$ cat src/reference_pkg.sv
package reference_pkg;

	// =====================================================================
	// Register map
	localparam logic [7:0]  CONTROL_OFFSET     = 8'h00;
	localparam logic [7:0]  STATUS_OFFSET      = 8'h04;
	localparam logic [7:0]  MASK_OFFSET        = 8'h08;
	localparam logic [7:0]  CONFIG_OFFSET      = 8'h0C;

	// =====================================================================
	// Control register fields
	localparam int          ENABLE_BIT         = 7;
	localparam int          READY_BIT          = 6;
	localparam int          CMP_GAIN_LSB       = 2;
	localparam int          ADC_GAIN_LSB       = 0;

	// Status bits: ready rose, ready fell.
	localparam int          EVT_READY_RISE     = 0;
	localparam int          EVT_READY_FALL     = 1;

	// Config register fields.
	localparam int          CFG_REG_PM_BIT     = 0;
	localparam int          CFG_HV_BIT         = 1;

	// =====================================================================
	// Reset values and timing
	localparam logic [7:0]  CONTROL_RESET      = 8'h00;
	localparam logic [1:0]  STATUS_RESET       = 2'h0;
	localparam logic [1:0]  MASK_RESET         = 2'h0;
	localparam logic [1:0]  CONFIG_RESET       = 2'h0;
	localparam int          CLK_HZ             = 40_000_000;
	localparam int          SETTLE_US          = 25;
	localparam int          SETTLE_CYCLES      = (SETTLE_US * (CLK_HZ / 1_000_000));
	localparam logic [9:0]  SETTLE_COUNT       = 10'(SETTLE_CYCLES);

	// =====================================================================
	// Types
	typedef enum logic [1:0] {
		GAIN_OFF = 2'h0,
		GAIN_1X  = 2'h1,
		GAIN_2X  = 2'h2,
		GAIN_4X  = 2'h3
	} gain_t;

	typedef enum logic [1:0] {
		ST_OFF      = 2'h0,
		ST_SETTLING = 2'h1,
		ST_READY    = 2'h2
	} settle_state_t;

	typedef struct packed {
		logic       en;
		logic [1:0] mult;
	} buffer_ctl_t;

	typedef struct packed {
		logic [2:0] oscillator_source_select;
		logic [3:0] internal_osc_freq_select;
		logic [1:0] brownout_enable_mode;
		logic       brownout_fast_start;
		logic       sleeping;
	} system_cfg_t;

	typedef struct packed {
		logic          reference_enable;
		gain_t         comparator_buffer_gain;
		gain_t         converter_buffer_gain;
		logic [1:0]    status;
		logic [1:0]    mask;
		logic [1:0]    config_bits;
		settle_state_t state;
		logic [9:0]    count;
		logic          ready;
		logic          power_on;
		buffer_ctl_t   adc_buf;
		buffer_ctl_t   cmp_buf;
		logic          irq;
		logic          pready;
		logic [31:0]   prdata;
		logic          pslverr;
	} state_t;

endpackage : reference_pkg

$ cat src/voltage_reference_control.sv
`timescale 1ns/1ps

// What this block does
// Software enable bit powers the reference.
// Reference routes to converter and both comparator inputs.
// Each buffer offers gains 1x, 2x, 4x.
// Converter gain field enables and sets buffer.
// Comparator gain field enables and sets buffer.
// Software should clear gains when reference off.
// Ready stays low until circuits settle.
// Internal oscillator source 010, frequency 000x outside sleep needs reference.
// Brown-out always-on or fast-start modes need reference.
// High-voltage regulator mode outside sleep needs reference.
// Gain field 00 off, 01/10/11 gains.
// Ready reads zero when off or settling.
// High-voltage variant ready always reads one.
// Power request ORs enable with all requirements.
// Settling counter starts on request, clears off.
module voltage_reference_control (
	// Clock and reset
	input  wire logic                       clk,
	input  wire logic                       reset,
	input  wire logic                       clk_en,
	// APB slave
	input  wire logic                       psel,
	input  wire logic                       penable,
	input  wire logic                       pwrite,
	input  wire logic [7:0]                 paddr,
	input  wire logic [31:0]                pwdata,
	input  wire logic [3:0]                 pstrb,
	output logic                            pready,
	output logic [31:0]                     prdata,
	output logic                            pslverr,
	// System conditions
	input  wire reference_pkg::system_cfg_t sys_cfg,
	// Analog side
	output logic                            power_on,
	output reference_pkg::buffer_ctl_t      adc_buf,
	output reference_pkg::buffer_ctl_t      cmp_buf,
	output logic                            route_adc,
	output logic                            route_cmp_pos,
	output logic                            route_cmp_neg,
	// Interrupt
	output logic                            irq
);

	// =====================================================================
	// State
	reference_pkg::state_t s_reg;
	reference_pkg::state_t s_next;

	logic access;
	logic wr;
	logic rd_hit;
	logic needs_osc;
	logic needs_bor;
	logic needs_ldo;
	logic request;
	logic high_voltage;
	logic ready_val;
	logic [7:0] ctrl_read;

	assign access = psel && penable && !s_reg.pready;
	assign wr     = access && pwrite && pstrb[0];

	// =====================================================================
	// Peripheral requirements
	always_comb begin
		high_voltage = s_reg.config_bits[reference_pkg::CFG_HV_BIT];
		needs_osc = (sys_cfg.oscillator_source_select == 3'h2) &&
			(sys_cfg.internal_osc_freq_select[3:1] == 3'h0) &&
			!sys_cfg.sleeping;
		needs_bor = (sys_cfg.brownout_enable_mode == 2'h3) ||
			(((sys_cfg.brownout_enable_mode == 2'h2) ||
			(sys_cfg.brownout_enable_mode == 2'h1)) &&
			sys_cfg.brownout_fast_start);
		needs_ldo = high_voltage &&
			s_reg.config_bits[reference_pkg::CFG_REG_PM_BIT] &&
			!sys_cfg.sleeping;
		request = s_reg.reference_enable || needs_osc || needs_bor || needs_ldo;
		ready_val = high_voltage ? 1'b1 : s_reg.ready;
		ctrl_read = {s_reg.reference_enable, ready_val, 2'h0,
			s_reg.comparator_buffer_gain, s_reg.converter_buffer_gain};
	end

	// =====================================================================
	// Next state
	always_comb begin
		s_next = s_reg;
		rd_hit = 1'b1;
		s_next.pready  = access;
		s_next.pslverr = 1'b0;
		s_next.prdata  = 32'h0000_0000;

		// Register bus.
		case (paddr)
			reference_pkg::CONTROL_OFFSET: begin
				s_next.prdata = {24'h00_0000, ctrl_read};
				if (wr) begin
					s_next.reference_enable = pwdata[reference_pkg::ENABLE_BIT];
					s_next.comparator_buffer_gain = reference_pkg::gain_t'(
						pwdata[reference_pkg::CMP_GAIN_LSB +: 2]);
					s_next.converter_buffer_gain = reference_pkg::gain_t'(
						pwdata[reference_pkg::ADC_GAIN_LSB +: 2]);
				end
			end
			reference_pkg::STATUS_OFFSET: begin
				s_next.prdata = {30'h0000_0000, s_reg.status};
				if (wr) begin
					s_next.status = s_reg.status & ~pwdata[1:0];
				end
			end
			reference_pkg::MASK_OFFSET: begin
				s_next.prdata = {30'h0000_0000, s_reg.mask};
				if (wr) begin
					s_next.mask = pwdata[1:0];
				end
			end
			reference_pkg::CONFIG_OFFSET: begin
				s_next.prdata = {30'h0000_0000, s_reg.config_bits};
				if (wr) begin
					s_next.config_bits = pwdata[1:0];
				end
			end
			default: begin
				rd_hit = 1'b0;
			end
		endcase
		if (!access) begin
			s_next.prdata = 32'h0000_0000;
		end
		s_next.pslverr = access && !rd_hit;

		// Settling sequence.
		s_next.power_on = request;
		case (s_reg.state)
			reference_pkg::ST_OFF: begin
				s_next.ready = 1'b0;
				s_next.count = 10'h000;
				if (request) begin
					s_next.state = reference_pkg::ST_SETTLING;
				end
			end
			reference_pkg::ST_SETTLING: begin
				s_next.ready = 1'b0;
				s_next.count = s_reg.count + 10'h001;
				if (!request) begin
					s_next.state = reference_pkg::ST_OFF;
				end else if (s_reg.count == reference_pkg::SETTLE_COUNT - 10'h001) begin
					s_next.state = reference_pkg::ST_READY;
					s_next.ready = 1'b1;
				end
			end
			reference_pkg::ST_READY: begin
				if (!request) begin
					s_next.state = reference_pkg::ST_OFF;
					s_next.ready = 1'b0;
				end
			end
			default: begin
				s_next.state = reference_pkg::ST_OFF;
				s_next.ready = 1'b0;
			end
		endcase

		// Buffer controls from the gain fields.
		s_next.adc_buf.en   = (s_next.converter_buffer_gain != reference_pkg::GAIN_OFF);
		s_next.adc_buf.mult = s_next.converter_buffer_gain;
		s_next.cmp_buf.en   = (s_next.comparator_buffer_gain != reference_pkg::GAIN_OFF);
		s_next.cmp_buf.mult = s_next.comparator_buffer_gain;

		// Events: a set in the same cycle as a clear wins.
		if (s_next.ready && !s_reg.ready) begin
			s_next.status[reference_pkg::EVT_READY_RISE] = 1'b1;
		end
		if (!s_next.ready && s_reg.ready) begin
			s_next.status[reference_pkg::EVT_READY_FALL] = 1'b1;
		end
		s_next.irq = |(s_next.status & s_next.mask);
	end

	// =====================================================================
	// Registers
	always_ff @(posedge clk) begin
		if (reset) begin
			s_reg <= '0;
		end else if (clk_en) begin
			s_reg <= s_next;
		end
	end

	// =====================================================================
	// Outputs
	assign pready        = s_reg.pready;
	assign prdata        = s_reg.prdata;
	assign pslverr       = s_reg.pslverr;
	assign power_on      = s_reg.power_on;
	assign adc_buf       = s_reg.adc_buf;
	assign cmp_buf       = s_reg.cmp_buf;
	assign route_adc     = s_reg.adc_buf.en;
	assign route_cmp_pos = s_reg.cmp_buf.en;
	assign route_cmp_neg = s_reg.cmp_buf.en;
	assign irq           = s_reg.irq;

endmodule : voltage_reference_control

$ cat config.mk
export PLATFORM = sky130hd
export DESIGN_NAME = voltage_reference_control
export DESIGN_NICKNAME = d
export VERILOG_FILES = /design/src/reference_pkg.sv /design/src/voltage_reference_control.sv
export SDC_FILE = /design/constraint.sdc
export NUM_CORES = 1
export LEC_CHECK = 0
export ABC_AREA = 0
export BUFFER_PORTS_ARGS = -buffer_cell sky130_fd_sc_hd__buf_2
export CAP_MARGIN = 20
export CELL_PAD_IN_SITES_DETAIL_PLACEMENT = 0
export CELL_PAD_IN_SITES_GLOBAL_PLACEMENT = 2
export CORE_MARGIN = 3
export CORE_UTILIZATION = 25
export CTS_BUF_LIST = sky130_fd_sc_hd__clkbuf_16
export DETAILED_ROUTE_END_ITERATION = 8
export PLACE_DENSITY = 0.85
export SYNTH_ARGS = -nofsm -noshare
export SYNTH_HDL_FRONTEND = slang
export SYNTH_SLANG_ARGS = --single-unit
export TNS_END_PERCENT = 10
$ cat constraint.sdc
create_clock -name clk -period 2.7 [get_ports clk]
set_input_delay 0 -clock clk [delete_from_list [all_inputs] [get_ports clk]]
set_output_delay 0 -clock clk [all_outputs]
set_load 0.03 [all_outputs]
==> results of run 1 <==
-- area by class of cell --
class | instances | area [µm²]
Fill cell | 866 | 5510
Inverter | 8 | 30.0
Sequential cell | 36 | 721
Clock inverter | 3 | 42.5
Clock buffer | 5 | 125
Multi-Input combinational cell | 175 | 1090
Tap cell | 102 | 128
Timing Repair Buffer | 52 | 278
-- final timing paths --
path,from,to,slack (ns)
worst max-delay path,s_reg[43],s_reg[53],0.69
worst min-delay path,pwdata[1],s_reg[58],0.06
worst max register to register,s_reg[43],s_reg[53],0.69
worst min register to register,prdata[1],prdata[1],0.46
-- metal layers --
metal	wire, µm	vias up	global-route usage (%)
li1	-	864	-
met1	2160	791	11.6
met2	2170	58	15.6
met3	300	7	2.87
met4	55	0	3.62
met5	0	-	0
-- cell families after synthesis --
kind of cell             Yosys count  share of synthesized area [%]
other                              1                          0.179
XOR/XNOR                           7                           2.92
multiplexers                      14                           7.98
flip-flops                        36                           34.3
adder cells (fa/ha/maj)            5                           2.98
AO/OA/AOI/OAI                     35                           12.3
buffers and inverters             55                           18.2
AND/OR/NAND/NOR                   88                           21.1
-- critical path: cells and delay by family, from the launching register on --
kind	cells	cell delay, ns
AND/OR/NAND/NOR	3	0.68
AO/OA/AOI/OAI	2	0.64
flip-flops	1	0.38
adder cells (fa/ha/maj)	1	0.21
-- synth_stat cells (all sizes together) (3+ instances only) --
cell,n
a22o,4
nand4,6
nor2,30
nor4,3
a21oi,8
nand3,6
mux2i,10
xnor2,3
dfxtp,36
inv,8
o21ai,6
nor3b,3
xor2,4
and3,7
ha,5
nor3,4
clkbuf,6
buf,41
nand2,19
-- power by group through the flow --
| stage | registers [mW] | clock network, mW | logic, mW |
|---|---|---|---|
| 3_5_place_dp | 0.552 | 0 | 0.151 |
| 6_report | 0.540 | 0.656 | 0.155 |
| 3_3_place_gp | 0.552 | 0 | 0.150 |
| 5_1_grt | 0.540 | 0.693 | 0.168 |
| 4_1_cts | 0.540 | 0.678 | 0.155 |
| 2_1_floorplan | 0.556 | 0 | 0.135 |
-- cells in the final DEF, fill, tap and decap left out, types with 2 or more instances in the layout --
cell type | Yosys | routed
and3_2 | 2 | 2
dlygate4sd3_1 | 0 | 3
nand2_1 | 19 | 19
mux2_2 | 2 | 2
nor3_1 | 4 | 4
conb_1 | 1 | 26
dfxtp_1 | 36 | 36
mux2i_1 | 10 | 10
nor4_1 | 3 | 3
a211oi_1 | 2 | 2
buf_2 | 1 | 48
clkbuf_16 | 0 | 5
nand4b_1 | 2 | 2
and3b_1 | 2 | 2
o32ai_1 | 2 | 2
nor3b_1 | 3 | 3
mux4_2 | 2 | 2
ha_1 | 5 | 5
a22oi_1 | 2 | 2
and3_1 | 5 | 5
a22o_1 | 4 | 4
xor2_1 | 4 | 4
inv_1 | 8 | 8
xnor2_1 | 3 | 3
nor2_1 | 30 | 30
a21oi_1 | 8 | 8
o21ai_0 | 5 | 5
nand3_1 | 6 | 6
nand4_1 | 6 | 6
==> out/metrics.yaml, run 1 <==
status: "finished clean"
nets: 344
final.setup.worst_slack_ns: 0.690
cts_sinks: 36
cts_htree_levels: 2
async_reset_ff_share_pct: 0
synth_seq_cells: 36
fin_area_um2: 2420
drt_pre_antenna_iters: 4
postSynthCellCount: 241
netSwitchingFraction_pct: 25.1
drt_iter0_drc: 87
synth_cell_type_count: 49
fin_skew_ns: 0.00490
antenna_cells: 0
design_power_total_mw: 1.35
clk_path_buf_depth: 2
final_max_slew_viol_count: 0
worstPathRequired_ns: 2.87
io_pins: 106
start_kind: "flop"
drtAntennaViolNets: 0
syn2layout_area_growth_pct: 15.0
grt_pass1_vias: 1582
crit_arrival_ns: 2.18
ctsHoldBuffers: 3
fmax_ghz: 0.498
slew_headroom_pct: 46.8
power.share.clock_pct: 48.5
cts_made_buffers: 5
fp.dieH_um: 97.7
end_kind: "flop"
p_seq_share_pct: 40.0
rows: 32
post-route-util_pct: 30.5
grtUsageTotal_pct: 9.47
finalSetupViolCount: 0
avgSynthCellArea_um2: 8.72
setup.worst_path.class: "reg2reg"
detail_route.wirelength_um: 4690
root_buffer: "clkbuf_16"
hpwl_um: 3460
initial_core_util_pct: 26.5
drv_cap: 0
critPathMaxFanout: 4
wl_per_cell_um: 12.3
synth_area_um2: 2100
synth.area.top_cells: "dfxtp_1 34%, buf_4 14%, nor2_1 5.4%"
cp_slowest_cell: "or3_4"
largest_register_ffs: 18
clk_pin_slew_ns: 0.06
synth_edf_count: 0
yosys.area.top_type: "dfxtp_1"
place.gp.congestion: 0.782
pre_cts_slack_ns: 0.682
synth_top_cell_area_share_pct: 34.3
ctsResizeCount: 0
grt_pass1_wl_um: 7400
ys_seq_area_share_pct: 34.3
stdcell_count: 381
reg2regPathDepth: 6
whs_ns: 0.0650
num_vias: 1720
irDropWorstVdd_v: 0.000219
drc_errors: 0
period_minus_slack_ns: 2.01
viasPerCell: 4.51
min_period_over_period_pct: 74.4
dieWidth_um: 97.7
powerDensity_nw_per_um2: 559
antenna_found_initial: 0
tns_ns: 0
core_area_um2: 7930
min_path_type: "in2reg"
p_int_mw: 1.01
clk_latency_ns: 0.28
synth-main-ff-cell: "dfxtp_1"
dpl_cell_area_um2: 2220
tritoncts: "built"
crit_chain: "ha_1 > nand2_1 > or3_4 > a221o_1 > a211o_1 > and3_1"
p_switching_uw: 339
drive_gt1_share_pct: 24.0
numPortBuffers: 48
ys_warn_count: 0
power_leakage_nw: 1.09
pwr-share-comb_pct: 11.5
critPathMaxStageDelay_ns: 0.41
rsz0062_at_grt: "no"
hold_violations: 0
grt.overflow.total: 0
place_inst: 370
cts_setup_buffers: 0
die-area_um2: 9540
min_path_cells: 3
worst_slew_pin_slew_ns: 0.791
grt_max_degree: 27
No activity file was read; power rests on OpenSTA's default activity.
==> run 2: changes to the inputs <==
--- a/config.mk
+++ b/config.mk
@@ -5,13 +5,13 @@
 export SDC_FILE = /design/constraint.sdc
 export NUM_CORES = 1
 export LEC_CHECK = 0
-export ABC_AREA = 0
+export ABC_AREA = 1
 export BUFFER_PORTS_ARGS = -buffer_cell sky130_fd_sc_hd__buf_2
 export CAP_MARGIN = 20
 export CELL_PAD_IN_SITES_DETAIL_PLACEMENT = 0
 export CELL_PAD_IN_SITES_GLOBAL_PLACEMENT = 2
 export CORE_MARGIN = 3
-export CORE_UTILIZATION = 25
+export CORE_UTILIZATION = 23
 export CTS_BUF_LIST = sky130_fd_sc_hd__clkbuf_16
 export DETAILED_ROUTE_END_ITERATION = 8
 export PLACE_DENSITY = 0.85
==> constraint.sdc (replaced) <==
create_clock -name clk -period 1.9 [get_ports clk]
set_input_delay 0 -clock clk [delete_from_list [all_inputs] [get_ports clk]]
set_output_delay 0 -clock clk [all_outputs]
set_load 0.03 [all_outputs]
==> run 2 against run 1 <==
Clock skew is 0.0028 ns higher. First-iteration DRC count is 49% lower. Sequential cell count stayed put. Hold slack worse by 0.042 ns. Cell area is 2.2% higher. Global-route usage hardly changed. Cell count is 22% higher. Register-to-register slack worse by 0.49 ns. Count of clock-buffer cells in the layout stayed put. Non-clock buffer count is 1 higher. Sequential share of layout area is 0.65 points lower. Combinational power is 79% higher. Largest power group is now sequential cells. Highest routed layer unchanged.
==> out/metrics.yaml, run 2 <==
antenna_found_initial: 0  # unchanged
design_power_total_mw: 1.85  # +37%
final_common_cell: "nand2_1"
grtUsageTotal_pct: 9.46  # about the same
detail_route.wirelength_um: 4950  # +5.7%
core_area_um2: 8890  # +12%
min_period_over_period_pct: 89.5  # +15 points
synth.area.top_cells: "dfxtp_1 34%, buf_4 14%, nand2_1 12%"
yosys.area.top_type: "dfxtp_1"
irDropWorstVdd_v: 0.000321  # +47%
final.setup.worst_slack_ns: 0.199  # -0.491 ns
tns_ns: 0  # unchanged
drc_errors: 0  # unchanged
grt_pass1_wl_um: 7810  # +5.6%
cts_htree_levels: 2  # unchanged
hpwl_um: 3810  # +10%
postSynthCellCount: 317  # +32%
place_inst: 456  # +23%
status: "finished clean"
synth_common_cells: "66 x nand2_1, 41 x buf_4, 36 x dfxtp_1"
avgSynthCellArea_um2: 6.78  # -22%
num_vias: 1921  # +12%
fmax_ghz: 0.588  # +18%
hold_violations: 0  # unchanged
rows: 34  # +6.3%
reg2regPathDepth: 7  # +1
ys_warn_count: 0  # unchanged
fp.dieH_um: 103  # +5.1%
worst_slew_pin_slew_ns: 0.496  # -0.295 ns
grt_pass1_vias: 1760  # +11%
crit_arrival_ns: 1.87  # -0.31 ns
fin_skew_ns: 0.00772  # +0.00281 ns
tritoncts: "built"
rsz0062_at_grt: "no"
viasPerCell: 4.13  # -8.5%
cts_sinks: 36  # unchanged
end_kind: "flop"
final_max_slew_viol_count: 0  # unchanged
pre_cts_slack_ns: 0.129  # -0.553 ns
powerDensity_nw_per_um2: 747  # +34%
synth-main-ff-cell: "dfxtp_1"
async_reset_ff_share_pct: 0  # unchanged
setup.worst_path.class: "reg2reg"
finalSetupViolCount: 0  # unchanged
drtAntennaViolNets: 0  # unchanged
initial_core_util_pct: 24.2  # -2.3 points
wl_per_cell_um: 10.7  # -13%
start_kind: "flop"
drt_iter0_drc: 44  # -49%
min_path_type: "in2reg"
place.gp.congestion: 0.782  # about the same
drv_cap: 0  # unchanged
clk_path_buf_depth: 2  # unchanged
period_minus_slack_ns: 1.70  # -0.309 ns
die-area_um2: 10500  # +10%
reg2reg_slack_ns: 0.20  # -0.49 ns
min_path_cells: 3  # unchanged
worstPathRequired_ns: 2.07  # -0.80 ns
antenna_cells: 0  # unchanged
drive_gt1_share_pct: 21.6  # -2.4 points
power_leakage_nw: 1.19  # +8.4%
drt_pre_antenna_iters: 4  # unchanged
numPortBuffers: 48  # unchanged
grt_max_degree: 25  # -7.4%
syn2layout_area_growth_pct: 15.0  # about the same
largest_register_ffs: 18  # unchanged
dieWidth_um: 103  # +5.1%
clk_latency_ns: 0.28  # about the same
nets: 422  # +23%
synth_top_cell_area_share_pct: 33.5  # -0.76 points
cts_made_buffers: 5  # unchanged
io_pins: 106  # unchanged
synth_edf_count: 0  # unchanged
synth_seq_cells: 36  # unchanged
synth_cell_type_count: 27  # -45%
clk_pin_slew_ns: 0.06  # about the same
num-fill-cells: 1007  # +16%
synth.most_common_cell: "nand2_1"
grt.overflow.total: 0  # unchanged
whs_ns: 0.0232  # -0.0418 ns
root_buffer: "clkbuf_16"
ys_seq_area_share_pct: 33.5  # -0.76 points
final_cell_mix: "66 x nand2_1, 48 x buf_2, 36 x dfxtp_1"
stdcell_count: 465  # +22%
synth_area_um2: 2150  # +2.3%
slew_headroom_pct: 66.6  # +20 points
critPathMaxFanout: 6  # +2
cts_setup_buffers: 0  # unchanged
## run 2: cells by family after synthesis
logic type / after synthesis / synth area share [%]
adder cells (fa/ha/maj): 5 / 2.91
buffers and inverters: 84 / 21.9
flip-flops: 36 / 33.5
AO/OA/AOI/OAI: 58 / 14.1
other: 1 / 0.175
AND/OR/NAND/NOR: 133 / 27.4
## run 2: where the power goes
group	switching, mW	internal [mW]	leakage (nW)
registers	0.0128	0.772	0.292
logic	0.200	0.0768	0.820
clock network	0.312	0.472	0.0738
## run 2: routing by layer
layer / vias up / share of wire [%] / global-route usage [%]
met1: 846 / 48 / 12.7
met4: 0 / 1.6 / 3.83
met2: 56 / 43 / 14.2
met3: 8 / 6.8 / 2.77
li1: 1011 / - / -
met5: - / 0 / 0
## run 2: worst max-delay path: stages (launching register included)
cell	delay (ns)
dfxtp_1	0.32
inv_1	0.08
ha_1	0.28
o21ai_2	0.12
o21ai_0	0.42
inv_1	0.19
o21ai_0	0.12
a21oi_1	0.06
## run 2: final timing paths
check,start,endpoint
setup reg to reg,s_reg[54],s_reg[46]
hold / removal,pwdata[2],cmp_buf[0]
setup / recovery,s_reg[54],s_reg[46]
hold reg to reg,pslverr,pslverr
## run 2: metrics by stage
stage / util, % / instance area [µm²]
finish: 27.8 / 2470
global route: 27.8 / 2470
CTS: 27.7 / 2470
detailed placement: 26.1 / 2320
global placement: 26.1 / 2320
floorplan: - / 2240
## run 2: cell type report
type	count	area, µm²	share of cell area, %
clock buffer	5	125	5.07
sequential	36	721	29.2
multi-input combinational	222	1050	42.7
timing repair buffer	53	280	11.3
clock inverter	3	11.3	0.456
tap	108	135	5.47
inverter	38	143	5.78
## run 2: timing repair
action                                  CTS  global route
gates resized for setup                   0             1
endpoints found under the setup margin    0             2
hold endpoints to repair                  1             0
hold buffers                              1             0
